[config.mk]
export PLATFORM = sky130hd
export DESIGN_NAME = tvm_mapper
export DESIGN_NICKNAME = d
export VERILOG_FILES = /design/src/design/tvm_pkg.sv /design/src/design/tvm_mapper.sv /design/src/design/tvm_field.sv
export VERILOG_INCLUDE_DIRS = /design/src /design/src/design
export SDC_FILE = /design/constraint.sdc
export NUM_CORES = 1
export LEC_CHECK = 0
export BUFFER_PORTS_ARGS = -buffer_cell sky130_fd_sc_hd__clkbuf_2
export CAP_MARGIN = 20
export CORE_ASPECT_RATIO = 1.2
export CORE_UTILIZATION = 65
export DETAILED_ROUTE_END_ITERATION = 10
export MAX_ROUTING_LAYER = met4
export PLACE_DENSITY = 0.86
export SLEW_MARGIN = 25
export SYNTH_ARGS = -nofsm -noshare
export SYNTH_HDL_FRONTEND = slang
export SYNTH_SLANG_ARGS = --single-unit
[constraint.sdc]
create_clock -name clk_in -period 16.1 [get_ports clk_in]
set_clock_uncertainty 0.15 [all_clocks]
set_input_delay 3.22 -clock clk_in [delete_from_list [all_inputs] [get_ports clk_in]]
set_output_delay 3.22 -clock clk_in [all_outputs]
set_load 0.02 [all_outputs]
[src/design/tvm_cfg.svh]
// Purpose: offsets, fields and reset values of the mapper
// Assumes: included by bare name
// Notes: definitions only
`ifndef TVM_CFG_SVH
`define TVM_CFG_SVH

// byte offsets, one word each
`define TVM_OFS_CTRL 8'h00
`define TVM_OFS_ADDR 8'h04
`define TVM_OFS_THRESH 8'h08
`define TVM_OFS_FIELD 8'h0C
`define TVM_OFS_ACTION 8'h10
`define TVM_OFS_REGVAL_A 8'h14
`define TVM_OFS_REGVAL_B 8'h18
`define TVM_OFS_OBJVAL_A 8'h1C
`define TVM_OFS_OBJVAL_B 8'h20
`define TVM_OFS_OBJVAL_C 8'h24
`define TVM_OFS_STATUS 8'h28
`define TVM_OFS_LAST_SENT 8'h2C

// control word fields
`define TVM_CTRL_TYPE_LSB 0
`define TVM_CTRL_MODE_LSB 2
`define TVM_CTRL_DIR_BIT 4
`define TVM_CTRL_POS_LSB 5
`define TVM_CTRL_EN_BIT 7

// field word fields
`define TVM_FIELD_WIDTH_LSB 0
`define TVM_FIELD_OFS_LSB 8
`define TVM_FIELD_BITPOS_LSB 16

// action word fields
`define TVM_ACT_GT_LSB 0
`define TVM_ACT_EQ_LSB 2
`define TVM_ACT_LT_LSB 4
`define TVM_ACT_SET_BIT 8
`define TVM_ACT_CLR_BIT 9

// reset values, byte width and high byte offset
`define TVM_RST_WORD 32'h0000_0000
`define TVM_RST_WIDTH 5'h10
`define TVM_BYTE_WIDTH 5'h08
`define TVM_HIGH_OFS 4'h8

// axi responses
`define TVM_RESP_OKAY 2'b00
`define TVM_RESP_SLVERR 2'b10

`endif

[src/design/tvm_pkg.sv]
// Purpose: mapper types
// Assumes: nothing
// Notes: carriers are packed structs
package tvm_pkg;

  // channel types
  typedef enum logic [1:0] {
    TVM_ONE_BYTE_CHANNEL_TYPE = 2'h0,
    TVM_TWO_BYTE_CHANNEL_TYPE = 2'h1,
    TVM_UNSIGNED_BYTE = 2'h2,
    TVM_SIGNED_BYTE_CHANNEL_TYPE = 2'h3
  } tvm_chan_t;

  // register mapping modes
  typedef enum logic [1:0] {
    TVM_BIT_REG = 2'h0,
    TVM_BIT_IN_WORD = 2'h1,
    TVM_VALUE_IN_WORD = 2'h2,
    TVM_MODE_SPARE = 2'h3
  } tvm_mode_t;

  // word area selection for byte transfers
  typedef enum logic [1:0] {
    TVM_POS_LOW = 2'h0,
    TVM_POS_HIGH = 2'h1,
    TVM_POS_FIELD = 2'h2,
    TVM_POS_SPARE = 2'h3
  } tvm_pos_t;

  // per outcome action
  typedef enum logic [1:0] {
    TVM_ACT_NONE = 2'h0,
    TVM_ACT_ONE = 2'h1,
    TVM_ACT_ZERO = 2'h2,
    TVM_ACT_SPARE = 2'h3
  } tvm_act_t;

  // comparison outcome
  typedef enum logic [1:0] {
    TVM_CMP_LT = 2'h0,
    TVM_CMP_EQ = 2'h1,
    TVM_CMP_GT = 2'h2,
    TVM_CMP_NONE = 2'h3
  } tvm_cmp_t;

  // group object value, either direction
  typedef struct packed {
    logic valid;
    logic [15:0] value;
  } tvm_obj_t;

  // modbus register read result
  typedef struct packed {
    logic valid;
    logic [15:0] data;
  } tvm_rd_t;

  // modbus register write request
  typedef struct packed {
    logic valid;
    logic is_bit;
    logic [15:0] addr;
    logic [15:0] data;
  } tvm_wr_t;

endpackage

[src/design/tvm_mapper.sv]
// Purpose: one channel between group objects and a modbus register
// Assumes: AXI4-Lite setup, same-clock streams
// Notes: one-cycle events, no back-pressure
// How it works
// compare incoming object with threshold, three outcomes
// bit register: per outcome none, write 1, 0
// register set: optionally send configured object value
// register clear: optionally send other object value
// bit in word: write only selected bit
// selected bit set: optionally send value
// selected bit clear: optionally send other value
// value field given by width and offset
// bus source: write outcome value into field
// modbus source: compare field, send outcome value
// unsigned byte to low, high or field
// configurer keeps width plus offset within 16
// configurer keeps values inside field width
// signed byte to low, high or field
// two byte type uses same three modes
// sixteen-bit register address per channel
// signed field eight bits, sign-extended, truncated
//
// Design decisions made here: the AXI4-Lite interface to the registers and the register offsets.
`timescale 1ns/100ps
`default_nettype none
`include "tvm_cfg.svh"

module tvm_mapper
  import tvm_pkg::*;
(
  input wire logic clk_in,
  input wire logic rst_n_in,
  // axi4-lite slave
  input wire logic [7:0] s_axi_awaddr_in,
  input wire logic s_axi_awvalid_in,
  output logic s_axi_awready_out,
  input wire logic [31:0] s_axi_wdata_in,
  input wire logic [3:0] s_axi_wstrb_in,
  input wire logic s_axi_wvalid_in,
  output logic s_axi_wready_out,
  output logic [1:0] s_axi_bresp_out,
  output logic s_axi_bvalid_out,
  input wire logic s_axi_bready_in,
  input wire logic [7:0] s_axi_araddr_in,
  input wire logic s_axi_arvalid_in,
  output logic s_axi_arready_out,
  output logic [31:0] s_axi_rdata_out,
  output logic [1:0] s_axi_rresp_out,
  output logic s_axi_rvalid_out,
  input wire logic s_axi_rready_in,
  // group object streams
  input wire tvm_obj_t obj_in,
  output tvm_obj_t obj_out,
  // modbus register streams
  input wire tvm_rd_t reg_rd_in,
  output tvm_wr_t reg_wr_out
);

  // configuration registers
  logic [31:0] ctrl; // type, mode, direction, area, enable
  logic [31:0] addr; // register address
  logic [31:0] thresh; // object threshold
  logic [31:0] field; // width, offset, bit position
  logic [31:0] action; // per outcome actions, send enables
  logic [31:0] regval_a; // gt and eq register values
  logic [31:0] regval_b; // lt register value, register compare value
  logic [31:0] objval_a; // gt and eq object values
  logic [31:0] objval_b; // lt object value
  logic [31:0] objval_c; // set and clear object values

  // mirrored block state
  logic [15:0] shadow; // last known word register content
  logic bit_reg; // last known bit register state
  tvm_cmp_t last_cmp; // latest outcome
  logic [15:0] last_sent; // latest object sent

  // decoded configuration
  tvm_chan_t chan;
  tvm_mode_t mode;
  tvm_pos_t pos;
  logic dir_m2b; // high: modbus is the source
  logic enable;
  logic [4:0] cfg_width;
  logic [3:0] cfg_ofs;
  logic [3:0] bit_pos;

  assign chan = tvm_chan_t'(ctrl[`TVM_CTRL_TYPE_LSB +: 2]);
  assign mode = tvm_mode_t'(ctrl[`TVM_CTRL_MODE_LSB +: 2]);
  assign pos = tvm_pos_t'(ctrl[`TVM_CTRL_POS_LSB +: 2]);
  assign dir_m2b = ctrl[`TVM_CTRL_DIR_BIT];
  assign enable = ctrl[`TVM_CTRL_EN_BIT];
  assign cfg_width = field[`TVM_FIELD_WIDTH_LSB +: 5];
  assign cfg_ofs = field[`TVM_FIELD_OFS_LSB +: 4];
  assign bit_pos = field[`TVM_FIELD_BITPOS_LSB +: 4];

  // three-way unsigned comparison
  function automatic tvm_cmp_t tvm_compare(input logic [15:0] a, input logic [15:0] b);
    if (a > b) begin
      return TVM_CMP_GT;
    end else if (a == b) begin
      return TVM_CMP_EQ;
    end
    return TVM_CMP_LT;
  endfunction

  // byte-lane merge of a write into a register
  function automatic logic [31:0] tvm_merge(input logic [31:0] old, input logic [31:0] d,
                                            input logic [3:0] strb);
    logic [31:0] res;
    res = old;
    for (int i = 0; i < 4; i++) begin
      if (strb[i]) begin
        res[i*8 +: 8] = d[i*8 +: 8];
      end
    end
    return res;
  endfunction

  // ---------------- axi4-lite write channel ----------------
  logic wr_take; // address and data taken together
  assign wr_take = s_axi_awvalid_in & s_axi_wvalid_in & ~s_axi_bvalid_out;
  assign s_axi_awready_out = wr_take;
  assign s_axi_wready_out = wr_take;

  // write response, held until bready
  always_ff @(posedge clk_in or negedge rst_n_in) begin
    if (!rst_n_in) begin
      s_axi_bvalid_out <= 1'b0;
      s_axi_bresp_out <= `TVM_RESP_OKAY;
    end else if (wr_take) begin
      s_axi_bvalid_out <= 1'b1;
      // status words are read only, a write there is an error too
      if (s_axi_awaddr_in[7:2] <= `TVM_OFS_OBJVAL_C >> 2 && s_axi_awaddr_in[1:0] == 2'b00) begin
        s_axi_bresp_out <= `TVM_RESP_OKAY;
      end else begin
        s_axi_bresp_out <= `TVM_RESP_SLVERR;
      end
    end else if (s_axi_bready_in) begin
      s_axi_bvalid_out <= 1'b0;
    end
  end

  // configuration register writes
  always_ff @(posedge clk_in or negedge rst_n_in) begin
    if (!rst_n_in) begin
      ctrl <= `TVM_RST_WORD;
      addr <= `TVM_RST_WORD;
      thresh <= `TVM_RST_WORD;
      field <= {27'h000_0000, `TVM_RST_WIDTH};
      action <= `TVM_RST_WORD;
      regval_a <= `TVM_RST_WORD;
      regval_b <= `TVM_RST_WORD;
      objval_a <= `TVM_RST_WORD;
      objval_b <= `TVM_RST_WORD;
      objval_c <= `TVM_RST_WORD;
    end else if (wr_take) begin
      if (s_axi_awaddr_in == `TVM_OFS_CTRL) begin
        ctrl <= tvm_merge(ctrl, s_axi_wdata_in, s_axi_wstrb_in) & 32'h0000_00FF;
      end else if (s_axi_awaddr_in == `TVM_OFS_ADDR) begin
        // address kept to sixteen bits, 0 to 65535
        addr <= tvm_merge(addr, s_axi_wdata_in, s_axi_wstrb_in) & 32'h0000_FFFF;
      end else if (s_axi_awaddr_in == `TVM_OFS_THRESH) begin
        thresh <= tvm_merge(thresh, s_axi_wdata_in, s_axi_wstrb_in) & 32'h0000_FFFF;
      end else if (s_axi_awaddr_in == `TVM_OFS_FIELD) begin
        field <= tvm_merge(field, s_axi_wdata_in, s_axi_wstrb_in) & 32'h000F_0F1F;
      end else if (s_axi_awaddr_in == `TVM_OFS_ACTION) begin
        action <= tvm_merge(action, s_axi_wdata_in, s_axi_wstrb_in) & 32'h0000_033F;
      end else if (s_axi_awaddr_in == `TVM_OFS_REGVAL_A) begin
        regval_a <= tvm_merge(regval_a, s_axi_wdata_in, s_axi_wstrb_in);
      end else if (s_axi_awaddr_in == `TVM_OFS_REGVAL_B) begin
        regval_b <= tvm_merge(regval_b, s_axi_wdata_in, s_axi_wstrb_in);
      end else if (s_axi_awaddr_in == `TVM_OFS_OBJVAL_A) begin
        objval_a <= tvm_merge(objval_a, s_axi_wdata_in, s_axi_wstrb_in);
      end else if (s_axi_awaddr_in == `TVM_OFS_OBJVAL_B) begin
        objval_b <= tvm_merge(objval_b, s_axi_wdata_in, s_axi_wstrb_in) & 32'h0000_FFFF;
      end else if (s_axi_awaddr_in == `TVM_OFS_OBJVAL_C) begin
        objval_c <= tvm_merge(objval_c, s_axi_wdata_in, s_axi_wstrb_in);
      end
    end
  end

  // ---------------- axi4-lite read channel ----------------
  assign s_axi_arready_out = ~s_axi_rvalid_out;

  // read data registered, held until rready
  always_ff @(posedge clk_in or negedge rst_n_in) begin
    if (!rst_n_in) begin
      s_axi_rvalid_out <= 1'b0;
      s_axi_rdata_out <= `TVM_RST_WORD;
      s_axi_rresp_out <= `TVM_RESP_OKAY;
    end else if (s_axi_arvalid_in && !s_axi_rvalid_out) begin
      s_axi_rvalid_out <= 1'b1;
      s_axi_rresp_out <= `TVM_RESP_OKAY;
      if (s_axi_araddr_in == `TVM_OFS_CTRL) begin
        s_axi_rdata_out <= ctrl;
      end else if (s_axi_araddr_in == `TVM_OFS_ADDR) begin
        s_axi_rdata_out <= addr;
      end else if (s_axi_araddr_in == `TVM_OFS_THRESH) begin
        s_axi_rdata_out <= thresh;
      end else if (s_axi_araddr_in == `TVM_OFS_FIELD) begin
        s_axi_rdata_out <= field;
      end else if (s_axi_araddr_in == `TVM_OFS_ACTION) begin
        s_axi_rdata_out <= action;
      end else if (s_axi_araddr_in == `TVM_OFS_REGVAL_A) begin
        s_axi_rdata_out <= regval_a;
      end else if (s_axi_araddr_in == `TVM_OFS_REGVAL_B) begin
        s_axi_rdata_out <= regval_b;
      end else if (s_axi_araddr_in == `TVM_OFS_OBJVAL_A) begin
        s_axi_rdata_out <= objval_a;
      end else if (s_axi_araddr_in == `TVM_OFS_OBJVAL_B) begin
        s_axi_rdata_out <= objval_b;
      end else if (s_axi_araddr_in == `TVM_OFS_OBJVAL_C) begin
        s_axi_rdata_out <= objval_c;
      end else if (s_axi_araddr_in == `TVM_OFS_STATUS) begin
        // live block state: outcome, bit register, word mirror
        s_axi_rdata_out <= {13'h0000, bit_reg, last_cmp, shadow};
      end else if (s_axi_araddr_in == `TVM_OFS_LAST_SENT) begin
        s_axi_rdata_out <= {16'h0000, last_sent};
      end else begin
        // unmapped: zero data and an error
        s_axi_rdata_out <= `TVM_RST_WORD;
        s_axi_rresp_out <= `TVM_RESP_SLVERR;
      end
    end else if (s_axi_rready_in) begin
      s_axi_rvalid_out <= 1'b0;
    end
  end

  // ---------------- mapping datapath ----------------
  logic [15:0] obj_val; // object value at the channel width
  logic [15:0] thr_val; // threshold at the channel width
  logic [15:0] cur_word; // freshest view of the word register
  tvm_cmp_t obj_cmp; // object against threshold
  tvm_cmp_t fld_cmp; // register field against compare value
  logic [15:0] fld_word; // word handed to the field unit
  logic [4:0] fld_width;
  logic [3:0] fld_ofs;
  logic [15:0] fld_value;
  logic [15:0] fld_ins;
  logic [15:0] fld_ext;

  // one-byte channels look at the low byte only
  assign obj_val = (chan == TVM_TWO_BYTE_CHANNEL_TYPE) ? obj_in.value :
                   {8'h00, obj_in.value[7:0]};
  assign thr_val = (chan == TVM_TWO_BYTE_CHANNEL_TYPE) ? thresh[15:0] :
                   {8'h00, thresh[7:0]};
  // a read in the same cycle is newer than the mirror
  assign cur_word = reg_rd_in.valid ? reg_rd_in.data : shadow;
  assign obj_cmp = tvm_compare(obj_val, thr_val);
  assign fld_cmp = tvm_compare(fld_ext, regval_b[31:16]);
  assign fld_word = cur_word;

  // outcome to configured action
  function automatic tvm_act_t tvm_act_of(input tvm_cmp_t c, input logic [31:0] a);
    case (c)
      TVM_CMP_GT: return tvm_act_t'(a[`TVM_ACT_GT_LSB +: 2]);
      TVM_CMP_EQ: return tvm_act_t'(a[`TVM_ACT_EQ_LSB +: 2]);
      default: return tvm_act_t'(a[`TVM_ACT_LT_LSB +: 2]);
    endcase
  endfunction

  // outcome to register value or object value
  function automatic logic [15:0] tvm_val_of(input tvm_cmp_t c, input logic [31:0] ab,
                                             input logic [15:0] lt);
    case (c)
      TVM_CMP_GT: return ab[15:0];
      TVM_CMP_EQ: return ab[31:16];
      default: return lt;
    endcase
  endfunction

  // area select: low byte, high byte, or configured field
  always_comb begin
    fld_value = {8'h00, obj_in.value[7:0]};
    fld_ofs = 4'h0;
    fld_width = `TVM_BYTE_WIDTH;
    if (chan == TVM_ONE_BYTE_CHANNEL_TYPE || chan == TVM_TWO_BYTE_CHANNEL_TYPE) begin
      // value in word: field from width and offset
      fld_width = cfg_width;
      fld_ofs = cfg_ofs;
      fld_value = tvm_val_of(obj_cmp, regval_a, regval_b[15:0]);
    end else if (pos == TVM_POS_HIGH) begin
      fld_ofs = `TVM_HIGH_OFS;
    end else if (pos == TVM_POS_FIELD) begin
      fld_ofs = cfg_ofs;
      // signed field always eight bits wide
      fld_width = (chan == TVM_SIGNED_BYTE_CHANNEL_TYPE) ? `TVM_BYTE_WIDTH : cfg_width;
    end
  end

  tvm_field u_field (
    .word_in(fld_word),
    .width_in(fld_width),
    .offset_in(fld_ofs),
    .value_in(fld_value),
    .inserted_out(fld_ins),
    .extracted_out(fld_ext)
  );

  logic [15:0] next_shadow;
  logic next_bit;
  logic wr_go; // issue a register write
  logic [15:0] wr_data;
  logic send_go; // send an object value
  logic [15:0] send_val;
  logic sel_bit; // register bit that the modbus side reports
  tvm_act_t act;

  // event handling for both directions
  always_comb begin
    next_shadow = cur_word;
    next_bit = reg_rd_in.valid ? reg_rd_in.data[0] : bit_reg;
    wr_go = 1'b0;
    wr_data = cur_word;
    send_go = 1'b0;
    send_val = 16'h0000;
    act = tvm_act_of(obj_cmp, action);
    sel_bit = (mode == TVM_BIT_REG) ? reg_rd_in.data[0] : reg_rd_in.data[bit_pos];
    if (enable && !dir_m2b && obj_in.valid) begin
      if (chan == TVM_ONE_BYTE_CHANNEL_TYPE || chan == TVM_TWO_BYTE_CHANNEL_TYPE) begin
        case (mode)
          TVM_BIT_REG: begin
            // write 1 or 0, or leave alone
            if (act == TVM_ACT_ONE || act == TVM_ACT_ZERO) begin
              next_bit = (act == TVM_ACT_ONE);
              wr_go = 1'b1;
              wr_data = {15'h0000, act == TVM_ACT_ONE};
            end
          end
          TVM_BIT_IN_WORD: begin
            // read-modify-write on the mirror touches one bit only
            if (act == TVM_ACT_ONE || act == TVM_ACT_ZERO) begin
              next_shadow[bit_pos] = (act == TVM_ACT_ONE);
              wr_go = 1'b1;
              wr_data = next_shadow;
            end
          end
          TVM_VALUE_IN_WORD: begin
            // any action other than none sets the value
            if (act != TVM_ACT_NONE) begin
              next_shadow = fld_ins;
              wr_go = 1'b1;
              wr_data = fld_ins;
            end
          end
          default: begin
            wr_go = 1'b0;
          end
        endcase
      end else begin
        // plain byte transfers always write
        next_shadow = fld_ins;
        wr_go = 1'b1;
        wr_data = fld_ins;
      end
    end else if (enable && dir_m2b && reg_rd_in.valid) begin
      if (chan == TVM_ONE_BYTE_CHANNEL_TYPE || chan == TVM_TWO_BYTE_CHANNEL_TYPE) begin
        if (mode == TVM_BIT_REG || mode == TVM_BIT_IN_WORD) begin
          if (sel_bit && action[`TVM_ACT_SET_BIT]) begin
            send_go = 1'b1;
            send_val = objval_c[15:0];
          end else if (!sel_bit && action[`TVM_ACT_CLR_BIT]) begin
            send_go = 1'b1;
            send_val = objval_c[31:16];
          end
        end else if (mode == TVM_VALUE_IN_WORD) begin
          send_go = (tvm_act_of(fld_cmp, action) != TVM_ACT_NONE);
          send_val = tvm_val_of(fld_cmp, objval_a, objval_b[15:0]);
        end
        if (chan == TVM_ONE_BYTE_CHANNEL_TYPE) begin
          send_val = {8'h00, send_val[7:0]};
        end
      end else if (chan == TVM_SIGNED_BYTE_CHANNEL_TYPE) begin
        send_go = 1'b1;
        send_val = {{8{fld_ext[7]}}, fld_ext[7:0]};
      end else begin
        send_go = 1'b1;
        send_val = {8'h00, fld_ext[7:0]};
      end
    end
  end

  // mirrors follow reads and own writes
  always_ff @(posedge clk_in or negedge rst_n_in) begin
    if (!rst_n_in) begin
      shadow <= 16'h0000;
      bit_reg <= 1'b0;
    end else begin
      shadow <= next_shadow;
      bit_reg <= next_bit;
    end
  end

  // latest outcome of whichever comparison ran
  always_ff @(posedge clk_in or negedge rst_n_in) begin
    if (!rst_n_in) begin
      last_cmp <= TVM_CMP_NONE;
    end else if (enable && !dir_m2b && obj_in.valid) begin
      last_cmp <= obj_cmp;
    end else if (enable && dir_m2b && reg_rd_in.valid && mode == TVM_VALUE_IN_WORD) begin
      last_cmp <= fld_cmp;
    end
  end

  // register write request, one-cycle pulse
  always_ff @(posedge clk_in or negedge rst_n_in) begin
    if (!rst_n_in) begin
      reg_wr_out <= '0;
    end else begin
      reg_wr_out.valid <= wr_go;
      reg_wr_out.is_bit <= (mode == TVM_BIT_REG) &&
                           (chan == TVM_ONE_BYTE_CHANNEL_TYPE || chan == TVM_TWO_BYTE_CHANNEL_TYPE);
      reg_wr_out.addr <= addr[15:0];
      if (wr_go) begin
        reg_wr_out.data <= wr_data;
      end
    end
  end

  // object send, one-cycle pulse, value held
  always_ff @(posedge clk_in or negedge rst_n_in) begin
    if (!rst_n_in) begin
      obj_out <= '0;
      last_sent <= 16'h0000;
    end else begin
      obj_out.valid <= send_go;
      if (send_go) begin
        obj_out.value <= send_val;
        last_sent <= send_val;
      end
    end
  end

endmodule

`default_nettype wire

[src/design/tvm_field.sv]
// Purpose: 16-bit word field insert and extract
// Assumes: width plus offset within 16, caller keeps value inside width
// Notes: purely combinational
`timescale 1ns/100ps
`default_nettype none
`include "tvm_cfg.svh"

module tvm_field
  import tvm_pkg::*;
(
  input wire logic [15:0] word_in,
  input wire logic [4:0] width_in,
  input wire logic [3:0] offset_in,
  input wire logic [15:0] value_in,
  output logic [15:0] inserted_out,
  output logic [15:0] extracted_out
);

  // right aligned mask of the field width
  function automatic logic [15:0] tvm_mask(input logic [4:0] w);
    logic [16:0] full;
    full = (17'h0_0001 << w) - 17'h0_0001;
    return full[15:0];
  endfunction

  logic [15:0] mask; // field mask before shifting

  // width 16 makes full mask, zero gives an empty field
  assign mask = tvm_mask(width_in);
  // only the field bits change, the rest of the word is kept
  assign inserted_out = (word_in & ~(mask << offset_in)) | ((value_in & mask) << offset_in);
  assign extracted_out = (word_in >> offset_in) & mask;

endmodule

`default_nettype wire

==> results.sh, run 1 <==
export IMPL_outcome="aborted with a tool error"
export IMPL_stop_stage="global routing (5_1_grt)"
export IMPL_firstError="[ERROR GRT-0232] Routing congestion too high. Check the congestion heatmap in the GUI."
export IMPL_initial_core_util_pct=66.8
export IMPL_synth_edf_count=0
export IMPL_synth_avg_cell_area_sq_um=9.41
export IMPL_cts_buffer_depth=3
export IMPL_synthArstFlopShare_pct=100
export IMPL_seq_area_frac_synth_pct=40.2
export IMPL_synth_top_area_share_pct=39.8
export IMPL_die_h_um=191
export IMPL_netlist_area_sq_um=19400
export IMPL_post_synth_inst_count=2061
export IMPL_synth_seq_cells=311
export IMPL_rows=68
export IMPL_postCtsHoldBufs=0
export IMPL_h_tree_depth=1
export IMPL_synth_top_area_cell="dfrtp_1"
export IMPL_cts_buffers=31
export IMPL_die_x_um=160
export IMPL_grt_total_usage_pct=76.4
export IMPL_post_place_ws_ps=7170
export IMPL_synth_area_leaders="dfrtp_1, mux2_2, nand2_1, nor2_1, o21ai_0"
export IMPL_postCtsSetupBuffers=0
export IMPL_cts_resized=0
export IMPL_io_pins=185
export IMPL_synth_commonest_cells="dfrtp_1, mux2_2, nand2_1"
export IMPL_cts_sink_count=311
export IMPL_gp_congestion=1.15
export IMPL_yosysWarnings=0
export IMPL_overflow=80
export IMPL_synth_flop_cell="dfrtp_1"
export IMPL_yosysMostFrequentCell="dfrtp_1"
export IMPL_clock_root_buffer="clkbuf_16"
export IMPL_dp_hpwl_mm=64.0
export IMPL_port_buffer_count=182
export IMPL_ys_types=89
export IMPL_grt_max_degree=194
[per-stage QoR]
stage               instance area (sq um)  std cells  util (%)  hold slack, ps
floorplan                           19400       2062         -             218
global placement                    20700       2549      71.3             233
detailed placement                  20700       2549      71.4             242
CTS                                 21800       2607      75.3             261
[logic make-up after synthesis]
kind of cell | share of synthesized area [%]
simple gates | 13.9
xor+xnor | 0.0904
other cells | 0.0193
buf+inv | 3.62
compound gates | 22.3
fa+ha+maj | 2.57
mux | 17.3
flops | 40.2
[metal layers]
layer | global-route usage [%] | overflow
met5 | - | -
met4 | 77.5 | 35
met3 | 54.6 | 2
met2 | 93.9 | 43
met1 | 75.6 | 0
==> run 2: changes to the inputs <==
Settings changed: CORE_ASPECT_RATIO 1.2 to default, CORE_UTILIZATION 65 to 40, MAX_ROUTING_LAYER met4 to default, PLACE_DENSITY 0.86 to default, PLACE_DENSITY_LB_ADDON from default to 0.15.
==> run 2 against run 1 <==
The flow now finishes without violations. Synthesized cell count did not move. Synthesized area did not move.
==> results.sh, run 2 <==
export IMPL_outcome="complete, no violations"
export IMPL_cts_resized=0
export IMPL_cts_sink_count=311
export IMPL_synth_top_area_share_pct=39.8
export IMPL_synth_area_leaders="dfrtp_1, mux2_2, nand2_1, nor2_1, o21ai_0"
export IMPL_placed_cell_area_sq_um=21000
export IMPL_combPwrFrac_pct=11.6
export IMPL_overflow=0
export IMPL_synth_flop_cell="dfrtp_1"
export IMPL_holdCritPathClass="reg -> reg"
export IMPL_worst_pin_slew_ps=1150
export IMPL_maxSlewViolCount=0
export IMPL_path_clk_slew_ps=60
export IMPL_via_count=18800
export IMPL_synth_top_area_cell="dfrtp_1"
export IMPL_die_h_um=222
export IMPL_power_leakage_nw=10.2
export IMPL_h_tree_depth=2
export IMPL_cts_tree="yes"
export IMPL_layout_drive_gt1_share_pct=26.4
export IMPL_antenna_found_initial=4
export IMPL_largest_register_ffs=34
export IMPL_grt_total_usage_pct=36.6
export IMPL_drt_iter0_drc=2450
export IMPL_grt_pass1_vias=17600
export IMPL_setup_viol=0
export IMPL_finalSetupTns_ps=0
export IMPL_num_nets_final=2335
export IMPL_synth_seq_cells=311
export IMPL_yosysWarnings=0
export IMPL_layout_commonest_cell="dfrtp_1"
export IMPL_syn_to_final_growth_pct=15.4
export IMPL_cts_buffers=38
export IMPL_worstPathMaxFanout=27
export IMPL_wl_per_cell_um=32.0
export IMPL_sw_frac_of_total_pct=28.2
export IMPL_drc_errors=0
export IMPL_rows=80
export IMPL_coreArea_sq_um=47700
export IMPL_ir_worst_vdd_uv=77.1
export IMPL_total_power_mw=1.98
export IMPL_gp_congestion=1.05
export IMPL_slew_headroom_pct=22.9
export IMPL_critical_path_class="in -> reg"
export IMPL_required_ps=16420
export IMPL_ys_types=89
export IMPL_power_density_nw_per_um2=88.7
export IMPL_wl_mm=91.2
export IMPL_max_cap_violations=0
export IMPL_rsz0062_at_grt="no"
export IMPL_dr_pass1_iters=6
export IMPL_r2r_slack_ps=7970
export IMPL_cp_arrival_ps=8980
export IMPL_p_clk_share_pct=47.3
export IMPL_p_sw_uw=560
export IMPL_postCtsSetupBuffers=0
export IMPL_dieArea_sq_um=49300
export IMPL_die_x_um=222
export IMPL_final_cell_area_sq_um=22400
export IMPL_synth_avg_cell_area_sq_um=9.41
export IMPL_yosysMostFrequentCell="dfrtp_1"
export IMPL_port_buffer_count=182
export IMPL_clock_root_buffer="clkbuf_16"
export IMPL_worstSkewPairLatency_ps=580
export IMPL_top_register="reg_wr_out"
export IMPL_p_int_mw=1.42
export IMPL_fmax_mhz=115
export IMPL_initial_core_util_pct=40.6
export IMPL_worst_setup_path_start_kind="input pin"
export IMPL_synth_edf_count=0
export IMPL_cts_buffer_depth=3
export IMPL_fin_crit_sh_pct=53.8
export IMPL_routed_via_density=6.60
export IMPL_netlist_area_sq_um=19400
export IMPL_dp_hpwl_mm=69.4
export IMPL_cp_end_kind="flip-flop"
export IMPL_power_frac_seq_pct=41.1
export IMPL_hold_viol=0
export IMPL_grt_max_degree=156
export IMPL_synthArstFlopShare_pct=100
export IMPL_ant_nets=0
export IMPL_postCtsHoldBufs=0
export IMPL_fin_util_pct=46.8
export IMPL_grt_pass1_wl_mm=130
export IMPL_seq_area_frac_synth_pct=40.2
export IMPL_post_route_min_period_ps=8660
export IMPL_io_pins=185
export IMPL_post_synth_inst_count=2061
export IMPL_layout_common_cells="dfrtp_1, mux2_2, nand2_1"
export IMPL_synth_commonest_cells="dfrtp_1, mux2_2, nand2_1"
==> run 2: cell counts after synthesis <==
Identical to the previous run, type by type.
==> run 2: worst max-delay path: stages <==
cell and delay, ps:
clkbuf_2 620, mux2i_1 700, a21oi_1 200, a21oi_1 350, mux2_2 240, nor2_1 40, o21ai_0 420, ha_1 230
nor2b_1 50, o21a_1 160, o21a_1 160, o21a_1 160, o21bai_1 130, a21oi_1 80, o32a_1 280, buf_4 240
nor4b_1 190, or4_1 460, a31oi_4 620, mux2_2 410
==> run 2: cells by family (layout without fill, tap and decap cells) <==
kind of cell / count (synthesis) / after routing / share of synthesized area, %
flip-flops: 311 / 311 / 40.2
multiplexers: 297 / 297 / 17.3
AND/OR/NAND/NOR: 598 / 598 / 13.9
AO/OA/AOI/OAI: 639 / 639 / 22.3
XOR/XNOR: 2 / 2 / 0.0904
buffers and inverters: 173 / 342 / 3.62
adder cells (fa/ha/maj): 40 / 40 / 2.57
other: 1 / 4 / 0.0193
==> run 2: final timing paths <==
path,from,end,cells past startpoint
max in group asynchronous,rst_n_in,reg_wr_out[13],2
hold / removal,addr[1],reg_wr_out[17],0
hold reg to reg,addr[1],reg_wr_out[17],0
min in group asynchronous,rst_n_in,reg_wr_out[26],1
setup / recovery,reg_rd_in[16],last_sent[10],20
setup reg to reg,ctrl[0],last_sent[10],19
==> run 2: metal layers <==
metal  vias to the layer above  share of wire [%]  track usage [%]
met3                       146                 12             10.6
met5                         -                  0                0
met2                      1088                 42             51.7
met1                      9525                 43             52.5
met4                         0                3.9             14.0
li1                       8030                  -                -
==> run 2: cell type report <==
cell class | count | area (sq um)
Fill cell | 4630 | 25400
Multi-Input combinational cell | 1578 | 11000
Sequential cell | 311 | 7790
Timing Repair Buffer | 229 | 1290
Clock buffer | 50 | 1090
Tap cell | 615 | 769
Clock inverter | 18 | 274
Inverter | 45 | 169
Antenna cell | 2 | 5.00
==> run 2: power groups by stage <==
stage	sequential [mW]	combinational [mW]	clock [mW]
after floorplan	0.819	0.118	0
after global placement	0.830	0.225	0
after detailed placement	0.830	0.225	0
after CTS	0.816	0.226	0.952
after global routing	0.816	0.245	0.981
final	0.817	0.230	0.938
==> run 2: stage by stage <==
stage	setup WS, ps	hold slack, ps	instances
floorplan	7860	218	2062
global placement	7040	234	2778
detailed placement	6910	236	2778
CTS	7520	250	2846
global route	7160	271	2846
finish	7440	251	2848
No activity file was read; power rests on OpenSTA's default activity.
